--- src/rtl/lic_defines.svh ---
`ifndef LIC_DEFINES_SVH
`define LIC_DEFINES_SVH

// Management register addresses
`define LIC_ADDR_MODE_CTRL 5'h1b
`define LIC_ADDR_FUNC_SEL 5'h1c

// Reset values and writable bits
`define LIC_MODE_CTRL_RST 16'h0001
`define LIC_MODE_CTRL_WMASK 16'hfcfd
`define LIC_FUNC_SEL_RST 16'hf4f0

// Mode control fields
`define LIC_TC_GIG_BIT 15
`define LIC_TC_LINK_BIT 14
`define LIC_EXT_LSB 10
`define LIC_PAUSE_MSB 7
`define LIC_PAUSE_LSB 4
`define LIC_DUR_MSB 3
`define LIC_DUR_LSB 2
`define LIC_STRETCH_EN_BIT 0

// Indicator index: 0 gigabit, 1 fast speed, 2 link, 3 traffic
`define LIC_IND_GIG 0
`define LIC_IND_FAST 1
`define LIC_IND_LINK 2
`define LIC_IND_TRAFFIC 3

// Speed status encoding
`define LIC_SPEED_1000 2'h2
`define LIC_SPEED_100 2'h1
`define LIC_SPEED_10 2'h0

// Timing
`define LIC_CLK_KHZ 125000
`define LIC_STRETCH_28_MS 28
`define LIC_STRETCH_60_MS 60
`define LIC_STRETCH_100_MS 100
`define LIC_BLINK_PERIOD_MS 512
`define LIC_BLINK_STEPS 8
`define LIC_STRETCH_28_CYC (`LIC_STRETCH_28_MS * `LIC_CLK_KHZ)
`define LIC_STRETCH_60_CYC (`LIC_STRETCH_60_MS * `LIC_CLK_KHZ)
`define LIC_STRETCH_100_CYC (`LIC_STRETCH_100_MS * `LIC_CLK_KHZ)
`define LIC_BLINK_STEP_CYC (`LIC_BLINK_PERIOD_MS * `LIC_CLK_KHZ / `LIC_BLINK_STEPS)
`define LIC_BLINK_PATTERN 8'h55

`endif

--- src/rtl/lic_pkg.sv ---
package lic_pkg;
	typedef enum logic [1:0] {
		LIC_BLINK_PATTERN = 2'h1,
		LIC_BLINK_PAUSE = 2'h2
	} lic_blink_state_t;
endpackage

--- src/rtl/lic_event_stretch.sv ---
`timescale 1ns/1ps
`default_nettype none
`include "lic_defines.svh"

module lic_event_stretch #(
	parameter logic [23:0] CYC_28 = 24'(`LIC_STRETCH_28_CYC),
	parameter logic [23:0] CYC_60 = 24'(`LIC_STRETCH_60_CYC),
	parameter logic [23:0] CYC_100 = 24'(`LIC_STRETCH_100_CYC)
) (
	input wire logic clk_in,
	input wire logic sys_rst_in,
	input wire logic event_in,
	input wire logic enable_in,
	input wire logic [1:0] duration_sel_in,
	output logic stretched_out
);
	logic [23:0] cnt_r;
	logic [23:0] cnt_nxt;
	logic [23:0] len;

	always_comb begin
		case (duration_sel_in)
			2'h0: len = CYC_28;
			2'h1: len = CYC_60;
			default: len = CYC_100; // Reserved code treated as longest
		endcase
		cnt_nxt = cnt_r;
		if (!enable_in) begin
			cnt_nxt = 24'h0;
		end else if (event_in) begin
			cnt_nxt = len;
		end else if (cnt_r != 24'h0) begin
			cnt_nxt = cnt_r - 24'h1;
		end
	end

	always_ff @(posedge clk_in) begin
		if (sys_rst_in) begin
			cnt_r <= 24'h0;
		end else begin
			cnt_r <= cnt_nxt;
		end
	end

	assign stretched_out = event_in | (enable_in && cnt_r != 24'h0);
endmodule
`default_nettype wire

--- src/rtl/lic_indicator_control.sv ---
`timescale 1ns/1ps
`default_nettype none
`include "lic_defines.svh"

module lic_indicator_control #(
	parameter logic [23:0] STRETCH_28_CYC = 24'(`LIC_STRETCH_28_CYC),
	parameter logic [23:0] STRETCH_60_CYC = 24'(`LIC_STRETCH_60_CYC),
	parameter logic [23:0] STRETCH_100_CYC = 24'(`LIC_STRETCH_100_CYC),
	parameter logic [22:0] BLINK_STEP_CYC = 23'(`LIC_BLINK_STEP_CYC)
) (
	input wire logic clk_in,
	input wire logic sys_rst_in,
	input wire logic [4:0] mgmt_addr_in,
	input wire logic mgmt_wr_in,
	input wire logic [15:0] mgmt_wdata_in,
	output logic [15:0] mgmt_rdata_out,
	input wire logic link_up_in,
	input wire logic [1:0] speed_in,
	input wire logic full_duplex_in,
	input wire logic transmit_in,
	input wire logic receive_in,
	input wire logic collision_in,
	output logic gigabit_indicator_out,
	output logic fast_speed_indicator_out,
	output logic link_indicator_out,
	output logic traffic_indicator_out
);
	logic [15:0] mode_r;
	logic [15:0] mode_nxt;
	logic [15:0] func_r;
	logic [15:0] func_nxt;
	logic [15:0] rdata_nxt;
	logic [3:0] ind_r;
	logic [3:0] ind_nxt;
	logic [3:0] fn;
	logic [2:0] raw_ev;
	logic [2:0] str_ev;
	lic_pkg::lic_blink_state_t blink_state_r;
	lic_pkg::lic_blink_state_t blink_state_nxt;
	logic [22:0] step_cnt_r;
	logic [22:0] step_cnt_nxt;
	logic [2:0] bit_idx_r;
	logic [2:0] bit_idx_nxt;
	logic [3:0] pause_idx_r;
	logic [3:0] pause_idx_nxt;
	logic blink;
	logic step_tick;
	logic [3:0] pause_cnt;

	// Register file
	always_comb begin
		mode_nxt = mode_r;
		func_nxt = func_r;
		rdata_nxt = 16'h0;
		if (mgmt_addr_in == `LIC_ADDR_MODE_CTRL) begin
			rdata_nxt = mode_r;
			if (mgmt_wr_in) begin
				// Reserved bits stay zero
				mode_nxt = mgmt_wdata_in & `LIC_MODE_CTRL_WMASK;
			end
		end else if (mgmt_addr_in == `LIC_ADDR_FUNC_SEL) begin
			rdata_nxt = func_r;
			if (mgmt_wr_in) begin
				func_nxt = mgmt_wdata_in;
			end
		end
	end

	always_ff @(posedge clk_in) begin
		if (sys_rst_in) begin
			mode_r <= `LIC_MODE_CTRL_RST;
			func_r <= `LIC_FUNC_SEL_RST;
			mgmt_rdata_out <= 16'h0;
		end else begin
			mode_r <= mode_nxt;
			func_r <= func_nxt;
			mgmt_rdata_out <= rdata_nxt;
		end
	end

	// Event stretching for transmit, receive and collision
	assign raw_ev = {collision_in, receive_in, transmit_in};

	genvar gi;
	generate
		for (gi = 0; gi < 3; gi++) begin : g_stretch
			lic_event_stretch #(
				.CYC_28(STRETCH_28_CYC),
				.CYC_60(STRETCH_60_CYC),
				.CYC_100(STRETCH_100_CYC)
			) u_stretch (
				.clk_in(clk_in),
				.sys_rst_in(sys_rst_in),
				.event_in(raw_ev[gi]),
				.enable_in(mode_r[`LIC_STRETCH_EN_BIT]),
				.duration_sel_in(mode_r[`LIC_DUR_MSB:`LIC_DUR_LSB]),
				.stretched_out(str_ev[gi])
			);
		end
	endgenerate

	// Blink generator: eight pattern steps, then an optional pause
	assign pause_cnt = mode_r[`LIC_PAUSE_MSB:`LIC_PAUSE_LSB];
	assign step_tick = step_cnt_r == BLINK_STEP_CYC - 23'h1;
	assign blink = (blink_state_r == lic_pkg::LIC_BLINK_PATTERN)
		&& 1'(`LIC_BLINK_PATTERN >> bit_idx_r);

	always_comb begin
		blink_state_nxt = blink_state_r;
		bit_idx_nxt = bit_idx_r;
		pause_idx_nxt = pause_idx_r;
		step_cnt_nxt = step_tick ? 23'h0 : step_cnt_r + 23'h1;
		if (step_tick) begin
			case (blink_state_r)
				lic_pkg::LIC_BLINK_PATTERN: begin
					bit_idx_nxt = bit_idx_r + 3'h1;
					if (bit_idx_r == 3'h7 && pause_cnt != 4'h0) begin
						blink_state_nxt = lic_pkg::LIC_BLINK_PAUSE;
						pause_idx_nxt = 4'h0;
					end
				end
				lic_pkg::LIC_BLINK_PAUSE: begin
					pause_idx_nxt = pause_idx_r + 4'h1;
					if (pause_idx_r >= pause_cnt - 4'h1) begin
						blink_state_nxt = lic_pkg::LIC_BLINK_PATTERN;
					end
				end
				default: blink_state_nxt = lic_pkg::LIC_BLINK_PATTERN;
			endcase
		end
	end

	always_ff @(posedge clk_in) begin
		if (sys_rst_in) begin
			blink_state_r <= lic_pkg::LIC_BLINK_PATTERN;
			step_cnt_r <= 23'h0;
			bit_idx_r <= 3'h0;
			pause_idx_r <= 4'h0;
		end else begin
			blink_state_r <= blink_state_nxt;
			step_cnt_r <= step_cnt_nxt;
			bit_idx_r <= bit_idx_nxt;
			pause_idx_r <= pause_idx_nxt;
		end
	end

	// Function decode
	function automatic logic lic_decode(input logic ext, input logic [3:0] code,
		input logic lk, input logic [1:0] spd, input logic fdx, input logic tx,
		input logic rx, input logic col, input logic blk);
		logic g1000;
		logic g100;
		logic g10;
		logic act;
		logic res;
		g1000 = lk && spd == `LIC_SPEED_1000;
		g100 = lk && spd == `LIC_SPEED_100;
		g10 = lk && spd == `LIC_SPEED_10;
		act = tx | rx;
		res = 1'b0;
		if (ext) begin
			case (code)
				4'h0: res = g10 | g100;
				4'h4: res = g1000 & (!act | blk);
				4'h5: res = (g10 | g100) & (!act | blk);
				default: res = 1'b0;
			endcase
		end else begin
			case (code)
				4'h0: res = g1000;
				4'h1: res = g100;
				4'h2: res = g10;
				4'h3: res = g1000 | (g100 & blk);
				4'h4: res = lk;
				4'h5: res = tx;
				4'h6: res = rx;
				4'h7: res = act;
				4'h8: res = fdx;
				4'h9: res = col;
				4'ha: res = lk & (!act | blk);
				4'hb: res = lk & (!rx | blk);
				4'hc: res = fdx & (!rx | blk);
				4'hd: res = blk;
				4'he: res = 1'b1;
				default: res = 1'b0;
			endcase
		end
		return res;
	endfunction

	generate
		for (gi = 0; gi < 4; gi++) begin : g_func
			assign fn[gi] = lic_decode(mode_r[`LIC_EXT_LSB + gi], func_r[4 * gi +: 4],
				link_up_in, speed_in, full_duplex_in, str_ev[0], str_ev[1], str_ev[2], blink);
		end
	endgenerate

	always_comb begin
		ind_nxt = fn;
		if (mode_r[`LIC_TC_GIG_BIT]) begin
			ind_nxt[`LIC_IND_GIG] = fn[`LIC_IND_GIG] & fn[`LIC_IND_FAST];
		end
		if (mode_r[`LIC_TC_LINK_BIT]) begin
			ind_nxt[`LIC_IND_LINK] = fn[`LIC_IND_LINK] & fn[`LIC_IND_TRAFFIC];
		end
	end

	always_ff @(posedge clk_in) begin
		if (sys_rst_in) begin
			ind_r <= 4'h0;
		end else begin
			ind_r <= ind_nxt;
		end
	end

	assign gigabit_indicator_out = ind_r[`LIC_IND_GIG];
	assign fast_speed_indicator_out = ind_r[`LIC_IND_FAST];
	assign link_indicator_out = ind_r[`LIC_IND_LINK];
	assign traffic_indicator_out = ind_r[`LIC_IND_TRAFFIC];
endmodule
`default_nettype wire

--- config.mk ---
export PLATFORM = sky130hd
export DESIGN_NAME = lic_indicator_control
export DESIGN_NICKNAME = d
export VERILOG_FILES = /design/src/rtl/lic_pkg.sv /design/src/rtl/lic_event_stretch.sv /design/src/rtl/lic_indicator_control.sv
export VERILOG_INCLUDE_DIRS = /design/src /design/src/rtl
export SDC_FILE = /design/constraint.sdc
export NUM_CORES = 1
export LEC_CHECK = 0
export BUFFER_PORTS_ARGS = -buffer_cell sky130_fd_sc_hd__buf_4
export CAP_MARGIN = 20
export CORE_ASPECT_RATIO = 0.75
export CORE_MARGIN = 10
export CORE_UTILIZATION = 40
export CTS_BUF_LIST = sky130_fd_sc_hd__clkbuf_4 sky130_fd_sc_hd__clkbuf_8
export DETAILED_ROUTE_END_ITERATION = 7
export SYNTH_ARGS = -nofsm -noshare
export SYNTH_HDL_FRONTEND = slang
export SYNTH_SLANG_ARGS = --single-unit
--- constraint.sdc ---
create_clock -name clk_in -period 3.5 [get_ports clk_in]
set_clock_uncertainty 0.05 [all_clocks]
set_input_delay 0.875 -clock clk_in [delete_from_list [all_inputs] [get_ports clk_in]]
set_output_delay 0.875 -clock clk_in [all_outputs]
set_load 0.005 [all_outputs]
* Yosys cells after proc, flatten, opt, wreduce, memory -nomap -nowiden
Index checks and enable logic that the tools add are counted.
** Word-level totals
- Register bits after elaboration :: 153
** Operators by class
- $add $sub $neg :: 7
- Order comparisons :: 1
- Equality and inequality tests :: 67
- Shift operators :: 1
- Multiplexer cells :: 28
- Bitwise gates (word level) :: 19
- Reductions and logical operators :: 32
** Operator list (count)
- $mux W24 :: 6
- $eq A4 B4 Y1 const B :: 28
- $reduce_bool A24 Y1 :: 3
- $sub A24 B1 Y24 const B :: 3
- $eq A4 B3 Y1 const B :: 16
- $pmux W1 S15 :: 4
- $pmux W24 S2 :: 1
- $eq A4 B2 Y1 const B :: 8
- $mux W16 :: 2
- $add A23 B1 Y23 const B :: 1
- $eq A23 B23 Y1 const B :: 1
- $eq A4 B1 Y1 const B :: 4
- $logic_not A4 Y1 :: 4
- $pmux W1 S3 :: 4
- $eq A5 B5 Y1 const B :: 2
- $reduce_and A3 Y1 :: 3
- $and A1 B1 Y1 :: 8
- $logic_and A1 B1 Y1 :: 8
- $or A1 B1 Y1 :: 8
- $pmux W4 S2 :: 1
- $reduce_bool A2 Y1 :: 4
- $shr A7 B3 Y1 const A :: 1
- $eq A2 B1 Y1 const B :: 3
- $mux W1 :: 6
- 18 further kinds :: 26

* Longest topological paths before layout
Gate-level depths: netlist (run 1).
- Depth in word-level cells :: 11
- Depth in mapped cells :: 10

* By module
From an unflattened synthesis (run 1), not the netlist that was laid out.
** Unflattened totals
- Cell total of the unflattened synthesis :: 980
- Area, all modules :: 8260.4 sq um
** Modules (own cells, without submodules)
- lic_indicator_control :: times used 1, cells an instance 497, area each 4274.1 sq um, seq. area each 1621.6 sq um
- lic_event_stretch :: times used 3, cells an instance 161, area each 1328.8 sq um, seq. area each 480.5 sq um

* Worst setup path after synthesis (run 1)
OpenSTA, ideal clock, no wires.
- Kind :: input -> register
- From :: in collision_in
- To :: reg ind_r[0]
- Arrival time :: 2.361 ns
- Required time :: 3.325 ns
- Setup slack :: 0.964 ns
- Stages on the path :: 6
- Cells stage by stage :: or4_1 > o32a_1 > nand2_1 > or4b_1 > a21oi_2 > a211oi_1
** On the way
- Cells in the longest elaborated chain, start to end :: 5
- Elaborated cells on any way between the ends :: 7
- Classes of those cells :: mux (5); bitwise (2)
** Ends and longest elaborated chain
- from (decl) :: RTL line lic_indicator_control.sv:22 : input wire logic collision_in,
- $or A1 B1 Y1 * :: RTL line lic_event_stretch.sv:45 : assign stretched_out = event_in | (enable_in && cnt_r != 24'h0);
- $pmux W1 S15 :: RTL line lic_indicator_control.sv:169 : case (code)
- $mux W1 :: RTL line lic_indicator_control.sv:161 : if (ext) begin
- $and A1 B1 Y1 :: RTL line lic_indicator_control.sv:201 : ind_nxt[`LIC_IND_GIG] = fn[`LIC_IND_GIG] & fn[`LIC_IND_FAST];
- $mux W1 * :: RTL line lic_indicator_control.sv:200 : if (mode_r[`LIC_TC_GIG_BIT]) begin
- to (signal assigned) :: RTL line lic_indicator_control.sv:212 : ind_r <= ind_nxt;
- to (decl) :: RTL line lic_indicator_control.sv:33 : logic [3:0] ind_r;
Every way passes the cells marked *; elsewhere a longest branch is shown, timed or not.
A chain may end at the register's enable or synchronous reset.

* Worst setup path in the final report (run 1)
- From :: reg g_stretch[0].u_stretch.cnt_r[2]
- To :: reg ind_r[0]
** On the way
- Cells in the longest elaborated chain, start to end :: 11
- Elaborated cells on any way between the ends :: 17
- Classes of those cells :: mux (7); bitwise (7); reduce/logical (3)
** Ends and longest elaborated chain
- from (decl) :: RTL line lic_event_stretch.sv:17 : logic [23:0] cnt_r;
- from (signal assigned) :: RTL line lic_event_stretch.sv:41 : cnt_r <= cnt_nxt;
- $reduce_bool A24 Y1 * :: RTL line lic_event_stretch.sv:45
- $logic_and A1 B1 Y1 * :: RTL line lic_event_stretch.sv:45
- $or A1 B1 Y1 * :: RTL line lic_event_stretch.sv:45
- $or A1 B1 Y1 :: RTL line lic_indicator_control.sv:159 : act = tx | rx;
- $logic_not A1 Y1 :: RTL line lic_indicator_control.sv:164, lic_indicator_control.sv:165, lic_indicator_control.sv:180
- $or A1 B1 Y1 :: RTL line lic_indicator_control.sv:164, lic_indicator_control.sv:165, lic_indicator_control.sv:180
- $and A1 B1 Y1, on equally long branches :: RTL line lic_indicator_control.sv:180, lic_indicator_control.sv:164, lic_indicator_control.sv:165
- $pmux W1 S15 / $pmux W1 S3 (equally long branches) :: RTL line lic_indicator_control.sv:169, lic_indicator_control.sv:162
- $mux W1 :: RTL line lic_indicator_control.sv:161
- $and A1 B1 Y1 :: RTL line lic_indicator_control.sv:201
- $mux W1 * :: RTL line lic_indicator_control.sv:200
Marks and branches as above.

==> results of run 1 <==
[through the flow]
| step | hold WS (ps) | worst slack (ps) |
|---|---|---|
| after floorplan | 380 | 964 |
| after global placement | 395 | 639 |
| after detailed placement | 407 | 633 |
| after CTS | 431 | 785 |
| after global routing | 470 | 588 |
| final | 426 | 767 |
[cells in the mapped netlist (5+ instances only)]
master	instances
sky130_fd_sc_hd__a211oi_1	7
sky130_fd_sc_hd__a21boi_0	7
sky130_fd_sc_hd__a21oi_1	73
sky130_fd_sc_hd__a22o_1	13
sky130_fd_sc_hd__a31oi_1	5
sky130_fd_sc_hd__and2_1	10
sky130_fd_sc_hd__and3_1	9
sky130_fd_sc_hd__clkbuf_1	54
sky130_fd_sc_hd__dfxtp_1	153
sky130_fd_sc_hd__ha_1	15
sky130_fd_sc_hd__inv_1	20
sky130_fd_sc_hd__mux2i_1	5
sky130_fd_sc_hd__nand2_1	130
sky130_fd_sc_hd__nand2b_1	19
sky130_fd_sc_hd__nand3_1	35
sky130_fd_sc_hd__nand3b_1	7
sky130_fd_sc_hd__nand4_1	18
sky130_fd_sc_hd__nor2_1	109
sky130_fd_sc_hd__nor2b_1	10
sky130_fd_sc_hd__nor3_1	51
sky130_fd_sc_hd__nor4_1	24
sky130_fd_sc_hd__o211ai_1	6
sky130_fd_sc_hd__o21a_1	6
sky130_fd_sc_hd__o21ai_0	16
sky130_fd_sc_hd__or3_1	10
sky130_fd_sc_hd__or4_1	5
sky130_fd_sc_hd__xnor2_1	43
sky130_fd_sc_hd__xor2_1	43
[cell type report]
class | count | share of cell area (%)
clock buffer | 18 | 2.78
clock inverter | 14 | 1.73
inverter | 20 | 0.843
multi-input combinational | 755 | 51.3
sequential | 153 | 34.4
tap | 253 | 3.55
timing repair buffer | 63 | 5.45
[layer usage]
metal  up-vias  global-route usage, %  routed length, um
met4         0                   5.47                360
met3        24                   3.23               1060
met5         -                      0                  0
li1       3544                      -                  -
met1      3267                   22.6              10400
met2       177                   22.5               8510
[worst max-delay path by stage]
stage	startpoint	endpoint	slack, ps	cells past startpoint
6_report	g_stretch[0].u_stretch.cnt_r[2]$_SDFFE_PP0P_	ind_r[0]$_SDFF_PP0_	770	8
4_1_cts	g_stretch[0].u_stretch.cnt_r[2]$_SDFFE_PP0P_	ind_r[0]$_SDFF_PP0_	790	8
2_1_floorplan	collision_in	ind_r[0]$_SDFF_PP0_	960	6
5_1_grt	g_stretch[1].u_stretch.cnt_r[0]$_SDFFE_PP0P_	ind_r[0]$_SDFF_PP0_	590	9
3_3_place_gp	collision_in	ind_r[0]$_SDFF_PP0_	640	7
3_5_place_dp	collision_in	ind_r[0]$_SDFF_PP0_	630	7
[registers in the layout (all words and copies together), names as in the netlist]
signal	flops
pause_idx_r	4
mode_r	13
func_r	16
g_stretch.u_stretch.cnt_r	72
step_cnt_r	23
mgmt_rdata_out	16
blink_state_r	2
bit_idx_r	3
ind_r	4
[power groups by stage]
stage          sequential, mW  clock (mW)  combinational, mW
3_5_place_dp             1.93           0              0.485
2_1_floorplan            1.91           0              0.360
5_1_grt                  1.91        1.48              0.549
6_report                 1.90        1.37              0.491
3_3_place_gp             1.93           0              0.482
4_1_cts                  1.89        1.42              0.488
[kinds of logic after synthesis]
kind of cell | Yosys count | synth area share [%]
and+or+nand+nor | 472 | 30.4
AOI/OAI and AO/OA | 176 | 14.6
DFF | 153 | 38.7
xor gates and xnor gates | 86 | 9.53
buffers and inverters | 75 | 3.56
adders and majority gates | 15 | 2.37
muxes | 6 | 0.775
==> out/results.txt, run 1 <==
The tools report the initial antenna violation count as 0. The number of warnings reported in the yosys synthesis log is 0, and the count of boundary I/O pins is 51. The share of the clock period used by the worst path after layout is 78.1%.

Largest delay contributor family on the critical path: simple AND/OR/NAND/NOR gates. At the worst endpoint, the arrival time is 3030 ps. From left edge to right edge, the die measures 182 um. Yosys attributes the largest share of cell area to sky130_fd_sc_hd__dfxtp_1 39%, sky130_fd_sc_hd__nand2_1 6.2%, sky130_fd_sc_hd__nor2_1 5.2%. In this run the critical register-to-register path is captured at ind_r[0]$_SDFF_PP0_.

The logic depth of the worst register-to-register path works out to 8. In the layout the commonest cells are 153 x sky130_fd_sc_hd__dfxtp_1, 130 x sky130_fd_sc_hd__nand2_1, 109 x sky130_fd_sc_hd__nor2_1. The run gives 0 as the final max-slew violation count. Of the post-synthesis cell area, the dominant cell type holds 38.7%.

The first routing iteration left 548 violations. TritonCTS built the clock tree. The worst hold path stage count came out at 1.

The flow ran to the end, and the final reports show no timing, DRC or antenna violations. Setup repair after global routing left no endpoint under its margin. Counting every net in the synthesized netlist gives 1029. The slowest stage of the critical path is the sky130_fd_sc_hd__or4b_1 cell.

Setup total negative slack on the finished layout was measured at 0 ps. The delay of the slowest cell on the worst path is 550 ps. The synthesized netlist contains 69 unique library cells. At the end of the flow, the number of nets in the layout was 1056. The logs give 0 for the number of antenna repair diodes and 0 for the number of nets with antenna violations after detailed routing.

After filler insertion, the fill cell instance count of the layout stands at 1932. Relative to the synthesized area, the layout overhead comes to 12.7%. The switching share of power works out to 29.7%.

The internal cell power was 2.64 mW; the full die area was 25800 um^2. CTS placed an instance of sky130_fd_sc_hd__clkbuf_8 at the clock tree root. The routed via count divided by cell count was 5.50.

The mean routed wirelength per cell works out to 15.9 um. The most common cell after layout, fill and taps aside was sky130_fd_sc_hd__dfxtp_1. The critical path is of the register to register type. The clock tree buffer depth was 2. The mapped netlist covers 7910 um^2.

The tools report the element type at the critical path end as a register. Relative slew slack: 44.2%. Registers take 3060 um^2. In this run, post-CTS repair resized a total of 0 instances. The run gives 0 as the final count of hold timing violations. Across the run, the number of max-cap violations was 0. The HPWL after detailed placement came out at 14500 um. For the number of setup buffers added after CTS, the log shows 0. In the synthesized netlist, the number of instances is 983.

Class of the tightest hold or removal check: register to register. The logs give 1276 for the final instance count without filler cells and 0 for the global route total overflow. In the final layout, the multi-input gates occupy 4570 um^2.

The die is 142 um tall. Cells with a size suffix above 1 make up 10.9% of the layout. For the placed instance area, the log shows 8510 um^2. The static leakage power was 3.44 nW.

The cell type contributing the most total cell area after synthesis was sky130_fd_sc_hd__dfxtp_1. The worst path needs 2730 ps of the cycle, external delays included. The startpoint identified for the worst register-to-register timing path is g_stretch[0].u_stretch.cnt_r[2]$_SDFFE_PP0P_. Setup violations remaining at the end of the flow were counted as 0.

Routability-driven placement finished with a final weighted congestion of 0.885. The detailed router placed 7012 vias in this run. The final design instance area without fill came out at 8910 um^2. Entering global routing, the biggest net connects 48 pins. Number of iterations in the first detailed-routing pass: 4. Of the total power, registers draw 50.4%.

The largest fanout on the critical path is 6, and the first-pass GRT wire length is 33700 um. The count of buffering cells on the critical path with inverters included was 1. The fraction of registers with async set or reset after synthesis was 0%; the maximum vdd drop was 208 uV. For the required time of the worst setup path, the log shows 3800 ps. The path with the worst hold slack has its endpoint at step_cnt_r[0]$_SDFF_PP0_. The startpoint identified for the worst hold timing path is step_cnt_r[0]$_SDFF_PP0_. The clock group share of total power is 36.5%, and the total power divided by cell area is 422 nW/um^2. The total area inside the core boundary comes to 19400 um^2.

The analysis attributes to net switching a power of 1.12 mW. The worst register-to-register path has a setup slack of 770 ps. The number of clock buffers added by TritonCTS is 17. Counting flops and latches in the post-synthesis netlist gives 153. In this run, post-CTS hold repair placed 0 buffers. The worst setup path is launched from a register. The post-synthesis sequential area ratio is 38.7%, and the number of cells in the design after placement is 1244. For the final core area utilization, the log shows 46.0%. For this block, the routed nets add up to 20300 um of wire.

The signal on the critical path passes through nor4_4 > nand4_2 > o32ai_1 > buf_4 > o41ai_1 > or4b_1 > a21oi_2 > a211oi_1. The number of core rows was 44; the count of flip-flops with a built-in enable after synthesis was 0. The logs give 6527 for the number of global-route vias before repair and 13.1% for the combinational share of power. The clock tree synthesis step divided the H-tree into 4 levels.

The count of buffers added on input and output ports is 50. For the worst-skew pair, the clock arrives at the later sink with an insertion delay of 470 ps. Based on the critical path, the design can be clocked at up to 366 MHz. After clock tree synthesis, the clock-pin slew on the worst setup and hold paths is 90 ps. A synthesized cell averages 8.04 um^2. The run gives 3.76 mW as the total power of the final layout. The CTS sink count was 153; the transition time of the tightest slew-check pin was 830 ps. Among all flip-flop cells after synthesis, the most frequent one is sky130_fd_sc_hd__dfxtp_1.

The initial utilization of the core area, before any placement, comes to 40.8%. In the global route stage, overall resource usage came out at 15.7%. After detailed routing, the number of remaining DRC violations is 0.
(Power assumes the default switching activity.)
==> run 2, diff against run 1 <==
==> constraint.sdc (replaced) <==
create_clock -name clk_in -period 2.6 [get_ports clk_in]
set_clock_uncertainty 0.05 [all_clocks]
set_input_delay 0.65 -clock clk_in [delete_from_list [all_inputs] [get_ports clk_in]]
set_output_delay 0.65 -clock clk_in [all_outputs]
set_load 0.005 [all_outputs]
==> run 2 against run 1 <==
- register-to-register slack worse by 760 ps
- worst hold slack worse by 90 ps
- cell count rose by 3.1%
- global-route usage increased by 0.27 points
- design area increased by 4.1%
- combinational power rose by 51%
- critical path depth fell by 1
- sequential power rose by 34%
- highest routed layer unchanged
==> out/results.txt, run 2 (synthesis results as in run 1) <==
The flow ran to the end, and the final reports show no timing, DRC or antenna violations. Count of boundary I/O pins: 51 (unchanged). The tools report the setup-violating endpoint count in the final report as 0 (unchanged).

For the number of nets with antenna violations after detailed routing, the log shows 0 (unchanged). The share of the clock period used by the worst path after layout was 99.8% (was 78.1%). The total power divided by cell area was 567 nW/um^2 (was 422 nW/um^2). The number of cells in the design after placement was 1284 (was 1244). The mean routed wirelength per cell was 15.9 um (about the same). For the number of antenna repair diodes, the log shows 0 (unchanged).

Cell-by-cell listing of the critical path: or4_4 > or4_1 > o32a_1 > nand2_1 > or4b_4 > a21oi_4 > a211oi_1 (was nor4_4 > nand4_2 > o32ai_1 > buf_4 > o41ai_1 > or4b_1 > a21oi_2 > a211oi_1). The maximum vdd drop was 301 uV (was 208 uV). The number of port buffers is 50 (unchanged), and the final-layout fill cell count is 1952 (was 1932).

The flip-flop count of the largest register, all copies and words added is 72 (unchanged). The sum of negative setup slack is 0 ps (unchanged), and the area of combinational cells with multiple inputs is 4600 um^2 (was 4570 um^2). The tools report the first-pass GRT wire length as 34200 um (was 33700 um). The routed via count came out at 7141 (was 7012). The initial antenna violation count was 0 (unchanged). The logs give 25800 um^2 (unchanged) for the full die area and 606 (was 548) for the starting DRC count in detailed routing.

For the core region area, the log shows 19400 um^2 (unchanged). For the clock tree buffer depth, the log shows 2 (unchanged). The final critical delay including setup and external delays was 2600 ps (was 2730 ps). The final max-slew violation count is 0 (unchanged). The run gives 4 (unchanged) as the maximum level of the CTS H-tree. The global-route total usage across every layer is 16.0% (was 15.7%), and the largest fanout on the critical path is 4 (was 6). The run gives 4.90 ps (was 767 ps) as the worst setup slack after layout.

CTS sink count: 153 (unchanged). The type of the worst setup path was register to register (unchanged). Required time of the worst setup path: 2910 ps (was 3800 ps). The logic depth of the worst register-to-register path came out at 7 (was 8). For the storage element area, the log shows 3060 um^2 (about the same).

The clock edge transition at the registers on the reported setup and hold paths is 100 ps (was 90 ps), and the final core area utilization is 47.8% (was 46.0%). The tools report the detailed-route DRC error count as 0 (unchanged). TritonCTS built the clock tree. The final design instance area without fill was 9270 um^2 (was 8910 um^2); the chip height was 142 um (unchanged). The transition time of the tightest slew-check pin came out at 877 ps (was 830 ps). Latest clock arrival within the worst-skew pair: 480 ps (was 470 ps).

The maximum number of pins on one net before global-route repair was 48 (unchanged). Setup repair after global routing could not meet its margin everywhere. The run gives 0 (unchanged) as the global route total overflow. The tools report the kind of start point of the critical path as a register (unchanged).

The run gives 20900 um (was 20300 um) as the final wirelength. For the number of core rows, the log shows 44 (unchanged). Number of setup buffers added after CTS: 0 (unchanged). For the relative slew slack, the log shows 41.3% (was 44.2%). The horizontal extent of the die was 182 um (unchanged). Largest registers: g_stretch.u_stretch.cnt_r (72), step_cnt_r (23) (unchanged). The run gives 3.66 nW (was 3.44 nW) as the static leakage power.

The tools report the final instance count without filler cells as 1316 (was 1276). Cell with the biggest individual delay on the critical path: sky130_fd_sc_hd__or4_4 (was sky130_fd_sc_hd__or4b_1). The achievable frequency was 385 MHz (was 366 MHz); the final count of hold timing violations was 0 (unchanged).

The logs give 1096 (was 1056) for the total number of nets in the final design and 17 (unchanged) for the total clock buffers created by CTS. The initial core utilization is 40.8% (unchanged), and the fraction of layout instances using a drive strength above 1 is 14.9% (was 10.9%). Class of the tightest hold or removal check: input port to register (was register to register).

The tools report the master cell of the clock root buffer as sky130_fd_sc_hd__clkbuf_8 (unchanged). The most common cell after layout, fill and taps aside was sky130_fd_sc_hd__dfxtp_1 (unchanged). The number of global-route vias before repair was 6502 (was 6527).

Highest-count cells in the layout ignoring fill and taps: 152 x sky130_fd_sc_hd__dfxtp_1, 130 x sky130_fd_sc_hd__nand2_1, 109 x sky130_fd_sc_hd__nor2_1 (was 153 x sky130_fd_sc_hd__dfxtp_1, 130 x sky130_fd_sc_hd__nand2_1, 109 x sky130_fd_sc_hd__nor2_1). The delay of the slowest cell on the worst path was 510 ps (was 550 ps); the worst hold path stage count was 3 (was 1). The run gives 4.48 ps (was 633 ps) as the worst-case setup slack after placement. For the HPWL after detailed placement, the log shows 15000 um (was 14500 um). The area added between synthesis and finish is 17.2% (was 12.7%).

The routed via count divided by cell count came out at 5.43 (was 5.50). For the placed instance area, the log shows 8810 um^2 (was 8510 um^2). The tools report the number of iterations in the first detailed-routing pass as 5 (was 4). The run gives 0.891 (was 0.885) as the placer's final routability congestion estimate. The run gives 2910 ps (was 3030 ps) as the arrival time of the worst setup path.

Count of max-cap constraint violations: 0 (unchanged). The tools report the element type at the critical path end as a register (unchanged). The register containing the most flip-flops in the final layout is g_stretch.u_stretch.cnt_r (unchanged).
run 2: changes by cell type in the layout (fill, tap and decap cells not counted), moves of 2 or more:
cell                     change
sky130_fd_sc_hd__buf_4      +40
sky130_fd_sc_hd__nor3_2      +2
sky130_fd_sc_hd__or3_4       +2
sky130_fd_sc_hd__inv_8       -2
sky130_fd_sc_hd__or3_1       -2
sky130_fd_sc_hd__nor3_1      -2
run 2: worst paths after layout:
check,start,end,slack [ps]
setup / recovery,g_stretch[2].u_stretch.cnt_r[13]$_SDFFE_PP0P_,ind_r[0]$_SDFF_PP0_,5
hold / removal,mgmt_wdata_in[7],func_r[7]$_SDFFE_PP1P_,340
setup reg to reg,g_stretch[2].u_stretch.cnt_r[13]$_SDFFE_PP0P_,ind_r[0]$_SDFF_PP0_,5
hold reg to reg,step_cnt_r[0]$_SDFF_PP0_,step_cnt_r[0]$_SDFF_PP0_,420
run 2: per-layer routing:
| metal | GRT usage [%] | up-vias | part of all wire (%) |
|---|---|---|---|
| met1 | 23.5 | 3327 | 52 |
| met2 | 22.5 | 183 | 41 |
| li1 | - | 3602 | - |
| met5 | 0 | - | 0 |
| met3 | 3.68 | 29 | 5.5 |
| met4 | 4.23 | 0 | 1.5 |
run 2: layout make-up:
type,instances,share of cell area (%)
multi-input cells,755,49.6
flip-flops and latches,153,33.1
repair buffers,103,8.48
well taps,253,3.41
clock buffers,18,2.67
clock inverters,14,1.93
inverters,20,0.810
run 2: metrics by stage:
stage,total power [mW],hold WS (ps)
4_1_cts,5.29,313
5_1_grt,5.52,322
2_1_floorplan,3.06,380
3_5_place_dp,3.32,404
6_report,5.26,336
3_3_place_gp,3.32,389
run 2: power breakdown:
group | internal (mW) | switching (mW) | total (mW) | leakage [nW]
clock | 0.922 | 1.05 | 1.98 | 0.213
combinational | 0.342 | 0.397 | 0.740 | 2.19
sequential | 2.44 | 0.103 | 2.54 | 1.25
total | 3.71 | 1.55 | 5.26 | 3.66
run 2: repair_timing:
item	in CTS	in global routing
endpoints found under the setup margin	0	8
resized for setup	0	8
hold buffers	0	0
run 2: critical path, delay by kind of cell (launching register included):
| family | cells | cell delay, ps |
|---|---|---|
| compound gates | 3 | 620 |
| flops | 1 | 350 |
| simple gates | 4 | 1470 |
